## src/pfdb_pkg.sv

```systemverilog
// Purpose: Constants for the PWM force and dead-band output stage
// Assumes: APB register map, 32-bit data, one word per register
// Notes: All reset values are zero

package pfdb_pkg;

    // ****************************************
    // Register byte addresses
    // ****************************************
    localparam logic [7:0] HOLD_FORCE_OFS = 8'h00;
    localparam logic [7:0] DEADBAND_CFG_OFS = 8'h04;
    localparam logic [7:0] RISE_LAG_OFS = 8'h08;
    localparam logic [7:0] FALL_LAG_OFS = 8'h0C;
    localparam logic [7:0] RELOAD_SEL_OFS = 8'h10;

    // ****************************************
    // Field positions
    // ****************************************
    localparam int FORCE_A_LSB = 0;
    localparam int FORCE_B_LSB = 2;
    localparam int FORCE_WIDTH = 4;
    localparam int OUT_MODE_LSB = 0;
    localparam int INVERT_LSB = 2;
    localparam int IN_SRC_LSB = 4;
    localparam int DB_CFG_WIDTH = 6;
    localparam int LAG_WIDTH = 10;
    localparam int RELOAD_SEL_LSB = 6;

    // ****************************************
    // Field codes
    // ****************************************
    localparam logic [1:0] FORCE_LOW = 2'h1;
    localparam logic [1:0] FORCE_HIGH = 2'h2;
    localparam logic [1:0] RELOAD_AT_ZERO = 2'h0;
    localparam logic [1:0] RELOAD_AT_PERIOD = 2'h1;
    localparam logic [1:0] RELOAD_AT_EITHER = 2'h2;
    localparam logic [1:0] RELOAD_DIRECT = 2'h3;

    // ****************************************
    // Reset values
    // ****************************************
    localparam logic [3:0] HOLD_FORCE_RST = 4'h0;
    localparam logic [5:0] DEADBAND_CFG_RST = 6'h00;
    localparam logic [9:0] LAG_RST = 10'h000;
    localparam logic [1:0] RELOAD_SEL_RST = 2'h0;

endpackage : pfdb_pkg

```

## src/pfdb_stage.sv

```systemverilog
// Purpose: Continuous software force and dead-band stage of one PWM channel pair
// Assumes: pclk is the time-base clock; aq_a, aq_b, ctr_zero, ctr_period are pclk logic
// Notes: Outputs lag the forced/delayed signals by one registered stage
//
// Notes on behaviour
// - Force field for output B at bits 3-2: 01 holds it low, 10 high, 00 and 11 no force.
// - Force field for output A at bits 1-0: 01 holds it low, 10 high, 00 and 11 no force.
// - In immediate mode a written force setting acts at the next clock edge.
// - In shadow mode a force setting acts only at the edge after the shadow load.
// - Reload selector: 00 load at zero, 01 at period, 10 at either, 11 direct write.
// - Input-source field at bits 5-4 chooses A or B for the rising and falling delays.
// - Invert field at bits 3-2: 00 none, 01 output A, 10 output B, 11 both.
// - Output mode 00 passes both signals unchanged, ignoring source and invert fields.
// - Output mode 01 passes A straight and drives B with the falling-delayed signal.
// - Output mode 10 drives A with the rising-delayed signal and passes B straight.
// - Output mode 11 drives A rising-delayed and B falling-delayed.
// - Rising delay count is 10 bits at 9-0, upper bits reserved.
// - Falling delay count is 10 bits at 9-0, bits 31-10 reserved.

module pfdb_stage
(
    // Clock and reset
    input wire logic pclk,
    input wire logic presetn,
    // APB slave
    input wire logic psel,
    input wire logic penable,
    input wire logic pwrite,
    input wire logic [7:0] paddr,
    input wire logic [31:0] pwdata,
    output logic [31:0] prdata,
    output logic pready,
    output logic pslverr,
    // Action-qualifier side
    input wire logic aq_a,
    input wire logic aq_b,
    input wire logic ctr_zero,
    input wire logic ctr_period,
    // Chopper side
    output logic pwm_out_a,
    output logic pwm_out_b
);

    // ****************************************
    // Helpers
    // ****************************************
    function automatic logic addr_hit(input logic [7:0] a);
        addr_hit = (a == pfdb_pkg::HOLD_FORCE_OFS) || (a == pfdb_pkg::DEADBAND_CFG_OFS) ||
                   (a == pfdb_pkg::RISE_LAG_OFS) || (a == pfdb_pkg::FALL_LAG_OFS) ||
                   (a == pfdb_pkg::RELOAD_SEL_OFS);
    endfunction

    function automatic logic apply_force(input logic [1:0] code, input logic sig);
        if (code == pfdb_pkg::FORCE_LOW)
        begin
            apply_force = 1'b0;
        end
        else if (code == pfdb_pkg::FORCE_HIGH)
        begin
            apply_force = 1'b1;
        end
        else
        begin
            apply_force = sig;
        end
    endfunction

    // ****************************************
    // Register file
    // ****************************************
    logic [3:0] force_active;
    logic [3:0] force_shadow;
    logic [1:0] hold_force_reload_sel;
    logic [5:0] deadband_config;
    logic [9:0] rise_lag_count;
    logic [9:0] fall_lag_count;
    logic [31:0] rdata;
    logic [3:0] next_force_active;
    logic [3:0] next_force_shadow;
    logic [1:0] next_reload_sel;
    logic [5:0] next_deadband_config;
    logic [9:0] next_rise_lag;
    logic [9:0] next_fall_lag;
    logic [31:0] next_rdata;
    logic wr_en;
    logic load_evt;

    assign wr_en = psel && penable && pwrite && addr_hit(paddr);
    assign pready = 1'b1;
    assign pslverr = psel && penable && !addr_hit(paddr);
    assign prdata = rdata;

    always_comb
    begin
        next_force_active = force_active;
        next_force_shadow = force_shadow;
        next_reload_sel = hold_force_reload_sel;
        next_deadband_config = deadband_config;
        next_rise_lag = rise_lag_count;
        next_fall_lag = fall_lag_count;
        next_rdata = rdata;
        unique case (hold_force_reload_sel)
            pfdb_pkg::RELOAD_AT_ZERO: load_evt = ctr_zero;
            pfdb_pkg::RELOAD_AT_PERIOD: load_evt = ctr_period;
            pfdb_pkg::RELOAD_AT_EITHER: load_evt = ctr_zero || ctr_period;
            pfdb_pkg::RELOAD_DIRECT: load_evt = 1'b0;
        endcase
        if (load_evt)
        begin
            next_force_active = force_shadow;
        end
        if (wr_en)
        begin
            unique case (paddr)
                pfdb_pkg::HOLD_FORCE_OFS:
                begin
                    // Bits above the two force fields are dropped
                    next_force_shadow = pwdata[pfdb_pkg::FORCE_WIDTH-1:0];
                    if (hold_force_reload_sel == pfdb_pkg::RELOAD_DIRECT)
                    begin
                        next_force_active = pwdata[pfdb_pkg::FORCE_WIDTH-1:0];
                    end
                end
                pfdb_pkg::DEADBAND_CFG_OFS:
                    next_deadband_config = pwdata[pfdb_pkg::DB_CFG_WIDTH-1:0];
                pfdb_pkg::RISE_LAG_OFS:
                    next_rise_lag = pwdata[pfdb_pkg::LAG_WIDTH-1:0];
                pfdb_pkg::FALL_LAG_OFS:
                    next_fall_lag = pwdata[pfdb_pkg::LAG_WIDTH-1:0];
                default:
                    next_reload_sel = pwdata[pfdb_pkg::RELOAD_SEL_LSB +: 2];
            endcase
        end
        // Read data is captured in the setup phase so prdata comes from a flop
        if (psel && !penable)
        begin
            next_rdata = 32'h0000_0000;
            unique case (paddr)
                pfdb_pkg::HOLD_FORCE_OFS: next_rdata[3:0] = force_active;
                pfdb_pkg::DEADBAND_CFG_OFS: next_rdata[5:0] = deadband_config;
                pfdb_pkg::RISE_LAG_OFS: next_rdata[9:0] = rise_lag_count;
                pfdb_pkg::FALL_LAG_OFS: next_rdata[9:0] = fall_lag_count;
                pfdb_pkg::RELOAD_SEL_OFS:
                    next_rdata[pfdb_pkg::RELOAD_SEL_LSB +: 2] = hold_force_reload_sel;
                default: next_rdata = 32'h0000_0000;
            endcase
        end
    end

    always_ff @(posedge pclk or negedge presetn)
    begin
        if (!presetn)
        begin
            force_active <= pfdb_pkg::HOLD_FORCE_RST;
            force_shadow <= pfdb_pkg::HOLD_FORCE_RST;
            hold_force_reload_sel <= pfdb_pkg::RELOAD_SEL_RST;
            deadband_config <= pfdb_pkg::DEADBAND_CFG_RST;
            rise_lag_count <= pfdb_pkg::LAG_RST;
            fall_lag_count <= pfdb_pkg::LAG_RST;
            rdata <= 32'h0000_0000;
        end
        else
        begin
            force_active <= next_force_active;
            force_shadow <= next_force_shadow;
            hold_force_reload_sel <= next_reload_sel;
            deadband_config <= next_deadband_config;
            rise_lag_count <= next_rise_lag;
            fall_lag_count <= next_fall_lag;
            rdata <= next_rdata;
        end
    end

    // ****************************************
    // Continuous force
    // ****************************************
    logic forced_a;
    logic forced_b;

    assign forced_a = apply_force(force_active[pfdb_pkg::FORCE_A_LSB +: 2], aq_a);
    assign forced_b = apply_force(force_active[pfdb_pkg::FORCE_B_LSB +: 2], aq_b);

    // ****************************************
    // Delay lines
    // ****************************************
    logic [1:0] out_mode;
    logic [1:0] invert_sel;
    logic [1:0] in_src;
    logic rise_src;
    logic fall_src;
    logic [1:0] line_in;
    logic [1:0] line_out;
    logic [9:0] line_lag [2];
    logic rise_dly;
    logic fall_dly;

    assign out_mode = deadband_config[pfdb_pkg::OUT_MODE_LSB +: 2];
    assign invert_sel = deadband_config[pfdb_pkg::INVERT_LSB +: 2];
    assign in_src = deadband_config[pfdb_pkg::IN_SRC_LSB +: 2];
    assign rise_src = in_src[0] ? forced_b : forced_a;
    assign fall_src = in_src[1] ? forced_b : forced_a;
    // Falling delay is a rising delay on the inverted source
    assign line_in = {!fall_src, rise_src};
    assign line_lag[0] = rise_lag_count;
    assign line_lag[1] = fall_lag_count;
    assign rise_dly = line_out[0];
    assign fall_dly = !line_out[1];

    genvar gi;
    generate
        for (gi = 0; gi < 2; gi++)
        begin : g_line
            logic [9:0] cnt;
            logic [9:0] next_cnt;
            // Saturating compare keeps a shortened count from wrapping the counter
            assign line_out[gi] = line_in[gi] && (cnt >= line_lag[gi]);
            always_comb
            begin
                next_cnt = 10'h000;
                if (line_in[gi] && (cnt < line_lag[gi]))
                begin
                    next_cnt = cnt + 10'h001;
                end
                else if (line_in[gi])
                begin
                    next_cnt = cnt;
                end
            end
            always_ff @(posedge pclk or negedge presetn)
            begin
                if (!presetn)
                begin
                    cnt <= pfdb_pkg::LAG_RST;
                end
                else
                begin
                    cnt <= next_cnt;
                end
            end
        end
    endgenerate

    // ****************************************
    // Output select and polarity
    // ****************************************
    logic next_out_a;
    logic next_out_b;

    always_comb
    begin
        next_out_a = out_mode[1] ? (rise_dly ^ invert_sel[0]) : forced_a;
        next_out_b = out_mode[0] ? (fall_dly ^ invert_sel[1]) : forced_b;
        if (out_mode == 2'h0)
        begin
            next_out_a = forced_a;
            next_out_b = forced_b;
        end
    end

    always_ff @(posedge pclk or negedge presetn)
    begin
        if (!presetn)
        begin
            pwm_out_a <= 1'b0;
            pwm_out_b <= 1'b0;
        end
        else
        begin
            pwm_out_a <= next_out_a;
            pwm_out_b <= next_out_b;
        end
    end

    // ****************************************
    // Checks
    // ****************************************
    chk_force_b_low: assert property (@(posedge pclk) disable iff (!presetn)
        (force_active[3:2] == 2'h1 && out_mode == 2'h0) |=> !pwm_out_b)
        else $error("output B not held low by force");

    chk_force_a_high: assert property (@(posedge pclk) disable iff (!presetn)
        (force_active[1:0] == 2'h2 && out_mode == 2'h0) |=> pwm_out_a)
        else $error("output A not held high by force");

    chk_direct_write: assert property (@(posedge pclk) disable iff (!presetn)
        (wr_en && paddr == pfdb_pkg::HOLD_FORCE_OFS
        && hold_force_reload_sel == pfdb_pkg::RELOAD_DIRECT)
        |=> force_active == $past(pwdata[3:0]))
        else $error("direct force write not applied");

    chk_shadow_hold: assert property (@(posedge pclk) disable iff (!presetn)
        (hold_force_reload_sel != 2'h3 && !load_evt) |=> $stable(force_active))
        else $error("active force changed without a shadow load");

    chk_zero_reload: assert property (@(posedge pclk) disable iff (!presetn)
        (hold_force_reload_sel == 2'h0 && ctr_zero) |=> force_active == $past(force_shadow))
        else $error("shadow not loaded at counter zero");

    chk_bypass_pass: assert property (@(posedge pclk) disable iff (!presetn)
        (out_mode == 2'h0 && force_active == 4'h0) |=> pwm_out_a == $past(aq_a)
        && pwm_out_b == $past(aq_b))
        else $error("bypass mode altered the signals");

    chk_rise_delay: assert property (@(posedge pclk) disable iff (!presetn)
        ($rose(rise_src) && rise_lag_count == 10'h002)
        ##1 (rise_src && rise_lag_count == 10'h002)[*2] |-> rise_dly && !$past(rise_dly))
        else $error("rising delay not two cycles");

    chk_fall_pass: assert property (@(posedge pclk) disable iff (!presetn)
        fall_src |-> fall_dly)
        else $error("falling-delay path blocked a high source");

    chk_invert_both: assert property (@(posedge pclk) disable iff (!presetn)
        (deadband_config[3:0] == 4'hF) |=> pwm_out_a == !$past(rise_dly)
        && pwm_out_b == !$past(fall_dly))
        else $error("inversion not applied to both outputs");

    chk_bad_addr: assert property (@(posedge pclk) disable iff (!presetn)
        (psel && penable && paddr > pfdb_pkg::RELOAD_SEL_OFS) |-> pslverr)
        else $error("unmapped address not flagged");

endmodule // pfdb_stage

```

## config.mk

```make
export PLATFORM = sky130hd
export DESIGN_NAME = pfdb_stage
export DESIGN_NICKNAME = d
export VERILOG_FILES = /design/src/pfdb_pkg.sv /design/src/pfdb_stage.sv
export SDC_FILE = /design/constraint.sdc
export NUM_CORES = 1
export LEC_CHECK = 0
export BUFFER_PORTS_ARGS = -buffer_cell sky130_fd_sc_hd__buf_2
export CAP_MARGIN = 20
export CORE_MARGIN = 2
export CORE_UTILIZATION = 50
export DETAILED_ROUTE_END_ITERATION = 10
export PLACE_DENSITY = 0.79
export SYNTH_ARGS = -nofsm -noshare
export SYNTH_HDL_FRONTEND = slang
export SYNTH_SLANG_ARGS = --single-unit
export TNS_END_PERCENT = 30
```

## constraint.sdc

```tcl
create_clock -name pclk -period 1.9 [get_ports pclk]
set_input_delay 0 -clock pclk [delete_from_list [all_inputs] [get_ports pclk]]
set_output_delay 0 -clock pclk [all_outputs]
set_load 0.03 [all_outputs]
```

[Word level (Yosys, flattened, before mapping)]
Index checks and enable logic that the tools add are counted.
Widths: inputs -> output; s select.
Cells by class
  bitwise gates (word level): 3
  $lt $le $gt $ge: 4
  equal/unequal tests: 12
  muxes and demuxes: 23
  add/sub/neg operators: 2
  reduce and logical (&&, ||, !) cells: 28
Operators with widths (count)
  $mux 10: 4
  $add 10x1->10 const B: 2
  $ge 10x10->1: 2
  $lt 10x10->1: 2
  $eq 8x4->1 const B: 2
  $mux 4: 4
  $pmux 4 s4: 1
  $pmux 2 s3: 2
  $mux 1: 10
  $reduce_and 2->1: 5
  $logic_and 1x1->1: 9
  $eq 2x2->1 const B: 4
  $eq 8x3->1 const B: 1
  $eq 8x5->1 const B: 1
  $logic_not 8->1: 1
  $eq 2x1->1 const B: 3
  $logic_or 1x1->1: 5
  $logic_not 1->1: 4
  $logic_not 2->1: 2
  $pmux 1 s4: 1
  $pmux 2 s2: 1
  $reduce_or 4->1: 1
  $ne 2x1->1 const B: 1
  $reduce_bool 2->1: 1
  2 further kinds: 3
Word-level totals
  output and inout bits: 36
  input bits: 49
  logic and storage cells: 83
  register bits after elaboration: 68

[Longest topological paths before layout]
Gate-level depths: netlist of the first run.
  depth after elaboration: 10
  gate-level depth with buffers: 8
  mapped depth without buffers: 7

[Worst setup path before layout of the first run]
Ideal clock, no wire load.
  path kind: register to register
  start point: register g_line[1].cnt[5]
  end point: register pwm_out_b
  arrival: 1.877 ns
  data required time: 1.775 ns
  setup time: 0.125 ns
  path slack: -0.102 ns
  buffers on the path: 0
  stages on the path, launching flop included: 7
  clock period less this slack: 2.002 ns
  cells stage by stage: dfrtp_1 > ha_1 > a21oi_1 > o21ai_1 > a2111o_1 > a31oi_1 > mux2_2
Between the ends
  longest elaborated chain between the ends: 6
Ends and longest elaborated chain
  from (decl): RTL line pfdb_stage.sv:213  | logic [9:0] cnt;
  from (signal assigned): RTL line pfdb_stage.sv:233  | cnt <= pfdb_pkg::LAG_RST;
  from (signal assigned): RTL line pfdb_stage.sv:237  | cnt <= next_cnt;
  $ge 10x10->1: RTL line pfdb_stage.sv:216  | assign line_out[gi] = line_in[gi] && (cnt >= line_lag[gi]);
  $logic_and 1x1->1: RTL line pfdb_stage.sv:216
  $logic_not 1->1: RTL line pfdb_stage.sv:207  | assign fall_dly = !line_out[1];
  $xor 1x1->1: RTL line pfdb_stage.sv:252  | next_out_b = out_mode[0] ? (fall_dly ^ invert_sel[1]) : forced_b;
  $mux 1: RTL line pfdb_stage.sv:252
  $mux 1: RTL line pfdb_stage.sv:253  | if (out_mode == 2'h0)
  named net next_out_b: RTL line pfdb_stage.sv:247  | logic next_out_b;
  to (signal assigned): RTL line pfdb_stage.sv:270  | pwm_out_b <= next_out_b;
  to (decl): RTL line pfdb_stage.sv:41  | output logic pwm_out_b
The timed path passes the listed nets, and every way through them passes these cells.
A chain may end at the register's enable or synchronous reset.

[Worst setup path after layout of the first run]
  start point: register fall_lag_count[4]
  end point: register g_line[1].cnt[4]
Between the ends
  longest elaborated chain between the ends: 3
  elaborated cells between the ends (all ways): 4
  those cells by class: 1 x order compare; 1 x mux; 2 x reduce/logical
Ends and longest elaborated chain
  from (decl): RTL line pfdb_stage.sv:76  | logic [9:0] fall_lag_count;
  from (signal assigned): RTL line pfdb_stage.sv:159  | fall_lag_count <= pfdb_pkg::LAG_RST;
  from (signal assigned): RTL line pfdb_stage.sv:169  | fall_lag_count <= next_fall_lag;
  $lt 10x10->1 *: RTL line pfdb_stage.sv:220  | if (line_in[gi] && (cnt < line_lag[gi]))
  $logic_and 1x1->1 *: RTL line pfdb_stage.sv:220
  $mux 10 / $reduce_bool 2->1 (equally long branches)
Every way passes the cells marked *; elsewhere a longest branch is shown, timed or not.

==> results of run 1 <==
-- logic make-up after synthesis --
| family | share of synthesized area (%) |
|---|---|
| AOI/OAI and AO/OA | 13.1 |
| xor gates and xnor gates | 0.217 |
| adders and majority gates | 6.81 |
| buffers and inverters | 8.05 |
| DFF | 42.1 |
| muxes | 14.1 |
| other | 0.186 |
| and+or+nand+nor | 15.4 |
-- cells in the mapped netlist (all sizes together) (2+ instances only) --
library cell   n  share of area, %
a211oi         3              0.56
a21oi         25               3.1
a22oi          4              0.74
a31oi          4              0.62
a41oi          2              0.43
and2           2              0.31
and3           6              0.93
buf           28               4.9
clkbuf         9              0.84
conb           2              0.19
dfrtp         68                42
ha            22               6.8
inv           25               2.3
mux2          33               9.2
mux2i         11               2.7
mux4           4               2.2
nand2         33               3.1
nand2b         5              0.77
nand3         13               1.7
nand3b         3              0.56
nand4          9               1.4
nor2           9              0.84
nor2b          5              0.77
nor3           6              0.99
nor4           3              0.84
o21a           3              0.56
o21ai         31               3.8
o31ai         11               2.0
or3            9               1.4
or4            7               1.3
-- sequential cells by signal, summed over array words and instances (netlist names), 2 cells and up --
| name | flops |
|---|---|
| deadband_config | 6 |
| fall_lag_count | 10 |
| force_active | 4 |
| force_shadow | 4 |
| g_line.cnt | 20 |
| hold_force_reload_sel | 2 |
| prdata | 10 |
| rise_lag_count | 10 |
-- metrics by stage --
step	setup TNS (ns)	cells	cell area [µm²]	utilization, %	worst slack [ns]
CTS	-2.03	609	5060	65.1	-0.190
floorplan	-0.0598	425	4120	-	-0.0598
finish	-2.44	612	5190	66.8	-0.207
global route	-4.27	612	5190	66.8	-0.294
global placement	-1.82	582	4620	59.5	-0.138
detailed placement	-2.92	582	4620	59.5	-0.203
-- cell type report --
type / count / area [µm²] / area share [%]
Multi-Input combinational cell: 295 / 2300 / 44.3
Sequential cell: 68 / 1700 / 32.8
Timing Repair Buffer: 106 / 757 / 14.6
Clock buffer: 11 / 151 / 2.92
Tap cell: 102 / 128 / 2.46
Inverter: 25 / 93.8 / 1.81
Clock inverter: 5 / 58.8 / 1.13
-- repair_timing --
item | 4_1_cts | 5_1_grt
hold endpoints to repair | 60 | 0
pin swaps | 17 | 7
hold buffers | 11 | 0
resized for setup | 18 | 28
buffers inserted | 0 | 3
endpoints found under the setup margin | 20 | 22
-- worst max-delay path, cell delays in order, from the launching register on --
cell and delay, ns:
dfrtp_1 0.35, inv_1 0.08, ha_1 0.33, nand4_1 0.16, a211oi_2 0.08, a2111o_1 0.37
buf_6 0.17, or3_1 0.36, a21oi_2 0.13
-- worst min-delay path by stage --
| stage | start | endpoint | slack [ns] | cells past startpoint |
|---|---|---|---|---|
| floorplan | presetn | deadband_config[0]$_DFFE_PN0P_ | -0.30 | 0 |
| global placement | presetn | g_line[0].cnt[4]$_DFFE_PN0P_ | 0.09 | 1 |
| detailed placement | presetn | g_line[0].cnt[4]$_DFFE_PN0P_ | 0.09 | 1 |
| CTS | paddr[5] | prdata[4]$_DFFE_PN0P_ | 0.06 | 4 |
| global route | paddr[5] | prdata[5]$_DFFE_PN0P_ | 0.10 | 4 |
| finish | paddr[5] | prdata[4]$_DFFE_PN0P_ | 0.07 | 4 |
-- power by group --
part	total [mW]	leakage (nW)	switching, mW	internal (mW)
Sequential	1.49	0.943	0.0177	1.47
Clock	1.26	0.102	0.584	0.680
Combinational	0.490	1.39	0.298	0.192
-- per-layer routing --
| metal | vias up | part of all wire (%) | wire, µm | GRT usage (%) |
|---|---|---|---|---|
| met1 | 1683 | 41 | 4220 | 30.9 |
| li1 | 1627 | - | - | - |
| met5 | - | 0 | 0 | 0 |
| met3 | 19 | 6.2 | 642 | 7.30 |
| met2 | 133 | 51 | 5280 | 42.0 |
| met4 | 0 | 1.9 | 199 | 8.45 |
==> flow_summary.toml, run 1 <==
[outcome]
status = "finished, violations left"
violations = "negative setup slack"

[detailed_routing]
firstDrtPassIters = 5
vias_per_cell = 5.66
vias = 3462
routedWlPerCell_um = 16.9
remaining_drc_errors = 0
drtAntennaViolNets = 0
drtIter0Drc = 244
drt_wl_total_um = 10300

[grt]
grt_pass1_wl_um = 17000
grt_usage_pct = 25.0
antenna_found_initial = 0
first_global_vias = 3482
grt_max_degree = 30
grt_overflow_total = 0

[power]
peakVddDrop_v = 0.000421
finalPower_mw = 3.24
power_density_nw_per_um2 = 624
p_leak_nw = 2.44

[timing]
whs_ns = 0.0685
hold_viol = 0
max_freq_ghz = 0.475
min_period_ns = 2.11
worst_slack_ns = -0.207
finalCritPeriodShare_pct = 111
rsz0062_at_grt = "true"
finalMaxSlewViolations = 0
setup_violations = 18
worst_pin_slew_ns = 0.726
relSlewSlack_pct = 51.6
skew_ns = 0.00895

[cts]
cts-htree-levels = 3
cts_root_buf = "clkbuf_8"
cts_max_path_buffers = 2
clock_latency_ns = 0.35
cts_tree = "yes"
clkTransAtPathRegs_ns = 0.08
cts_inserted_buffers = 9
clock_sinks = 68

[job]
maxCapViolations = 0

[floorplan]
die_x_um = 93.9
dieArea_um2 = 8820
rows = 32
num_io_pins = 85
dieHeight_um = 93.9
coreArea_um2 = 7770
start_util_pct = 52.0

[setup_path]
start_kind = "flip-flop"
critPathCapture = "g_line[1].cnt[4]$_DFFE_PN0P_"
required_ns = 2.19
reg2reg_slack_ns = -0.21
worst_r2r_path_depth = 8
r2r_end = "g_line[1].cnt[4]$_DFFE_PN0P_"
worstSetupStartpoint = "fall_lag_count[4]$_DFFE_PN0P_"
r2r-start = "fall_lag_count[4]$_DFFE_PN0P_"
path_class = "flip-flop to flip-flop"
worstPathArrival_ns = 2.39
worstPathMaxFanout = 7
endpoint_kind = "flip-flop"

[placed_design]
dp_hpwl_um = 7090
port_buffers = 39
gp_congestion = 0.814

[synthesis]
yosysWarnings = 0
ys_seq_elements = 68
synth_edf_count = 0
synthCells = 404
ys_seq_area_share_pct = 42.1
ys.flop_type = "dfrtp_1"
netlist_area_um2 = 4040
ys_async_sr_fraction_pct = 100
syn_avg_cell_area_um2 = 10.0
synth_cell_types = 44

[cells_and_area]
final_cell_mix = "dfrtp_1, buf_4, buf_2, nand2_1, mux2_2"
n_fill_cell = 572
final_common_cell = "dfrtp_1"
n_antenna_cell = 0
fin_nets = 576
drive_gt1_share_pct = 37.1
syn_to_final_growth_pct = 28.4

[min_path]
hp-class = "primary input to flip-flop"
No activity file was read; power rests on OpenSTA's default activity.
==> run 2, diff against run 1 <==
==> constraint.sdc (replaced) <==
create_clock -name pclk -period 1.9 [get_ports pclk]
set_input_delay 0.095 -clock pclk [delete_from_list [all_inputs] [get_ports pclk]]
set_output_delay 0.095 -clock pclk [all_outputs]
set_load 0.03 [all_outputs]
==> flow_summary.toml, run 2 (synthesized netlist as in run 1, its figures left out) <==
[cells_and_area]
drive_gt1_share_pct = 38.5
fin_util_pct = 66.0
final_cell_mix = "dfrtp_1, buf_4, buf_2, mux2_2, nand2_1"
syn_to_final_growth_pct = 26.9
largest_register_ffs = 20
n_antenna_cell = 0
final_cells = 603
regMostFlops = "g_line.cnt"
fin_nets = 567
final_common_cell = "dfrtp_1"

[placed_design]
place_ws_ns = -0.214
placed_cells = 580
port_buffers = 39
dp_hpwl_um = 7060
gp_congestion = 0.839

[timing]
finalCritPeriodShare_pct = 113
min_period_ns = 2.15
relSlewSlack_pct = 51.7
setup_violations = 18
hold_viol = 0
skew_ns = 0.0111
rsz0062_at_grt = "true"
max_freq_ghz = 0.465
finalMaxSlewViolations = 0
worst_pin_slew_ns = 0.725
worst_slack_ns = -0.250

[setup_path]
path_class = "flip-flop to flip-flop"
endpoint_kind = "flip-flop"
start_kind = "flip-flop"
required_ns = 2.13
worstPathMaxFanout = 8
crit_chain = "inv_2, ha_4, a21oi_1, o21ai_1, a2111o_1, buf_2, buf_4, o21ai_0, a21oi_1"
slowest_delay_ns = 0.44
cpMostUsedCell = "a21oi_1"
worstPathArrival_ns = 2.38
cp_slowest_cell = "a2111o_1"

[grt]
antenna_found_initial = 0
grt_pass1_wl_um = 16500
grt_max_degree = 30
grt_usage_pct = 24.3
grt_overflow_total = 0
first_global_vias = 3516

[detailed_routing]
routedWlPerCell_um = 16.8
drtAntennaViolNets = 0
drt_wl_total_um = 10100
firstDrtPassIters = 4
remaining_drc_errors = 0
vias_per_cell = 5.73
vias = 3455
drtIter0Drc = 207

[cts]
cts-htree-levels = 3
clock_sinks = 68
clock_latency_ns = 0.34
cts_tree = "yes"
cts_inserted_buffers = 9
clkTransAtPathRegs_ns = 0.08
cts_max_path_buffers = 2
cts_root_buf = "clkbuf_8"

[floorplan]
dieArea_um2 = 8820
die_x_um = 93.9
rows = 32
coreArea_um2 = 7770
start_util_pct = 52.0
num_io_pins = 85
dieHeight_um = 93.9

[power]
power_density_nw_per_um2 = 620
peakVddDrop_v = 0.000368
finalPower_mw = 3.18
p_leak_nw = 2.39

[job]
maxCapViolations = 0

[min_path]
hp-class = "primary input to flip-flop"

[outcome]
violations = "negative setup slack"
status = "finished, violations left"
run 2: final cells by class:
type                    count  area, µm²
repair buffers             97        656
clock buffers              11        151
clock inverters             5       58.8
inverters                  25       93.8
multi-input cells         295       2340
fillers                   597       2640
flip-flops and latches     68       1700
well taps                 102        128
run 2: final timing paths:
path	from	endpoint	slack [ns]	cells after the start
min reg2reg	prdata[4]$_DFFE_PN0P_	prdata[4]$_DFFE_PN0P_	0.48	2
min in group asynchronous	presetn	g_line[0].cnt[4]$_DFFE_PN0P_	0.34	2
max in group asynchronous	presetn	hold_force_reload_sel[0]$_DFFE_PN0P_	0.89	3
max reg2reg	fall_lag_count[5]$_DFFE_PN0P_	g_line[1].cnt[3]$_DFFE_PN0P_	-0.25	9
max	fall_lag_count[5]$_DFFE_PN0P_	g_line[1].cnt[3]$_DFFE_PN0P_	-0.25	9
min	pwdata[4]	deadband_config[4]$_DFFE_PN0P_	0.02	2
run 2: power by group:
group	internal [mW]	switching (mW)	total, mW
clock network	0.680	0.559	1.24
logic	0.161	0.289	0.450
registers	1.47	0.0183	1.49
run 2: metrics by stage:
step	area [µm²]	hold slack [ns]	TNS, ns
CTS	4960	0.0158	-2.02
global placement	4610	0.178	-1.93
finish	5130	0.0237	-2.97
global route	5130	0.0161	-4.14
floorplan	4120	-0.201	-0.0598
detailed placement	4610	0.185	-3.05
run 2: metal layers:
| layer | share of wire (%) | global-route usage [%] |
|---|---|---|
| met5 | 0 | 0 |
| met4 | 2.2 | 8.70 |
| met3 | 5.2 | 5.06 |
| met2 | 52 | 43.0 |
| met1 | 41 | 29.2 |
run 2: critical path, delay by kind of cell (launching register included):
family,cells,cell delay (ns)
AOI/OAI and AO/OA,5,1.01
buffers and inverters,3,0.43
DFF,1,0.40
adders and majority gates,1,0.21
run 2: timing repair:
action	in CTS	in global routing
gates cloned	0	1
buffers inserted	0	3
setup endpoints to repair	20	22
pin swaps	16	13
gates resized for setup	19	26
hold endpoints to repair	30	0
hold buffers	3	0
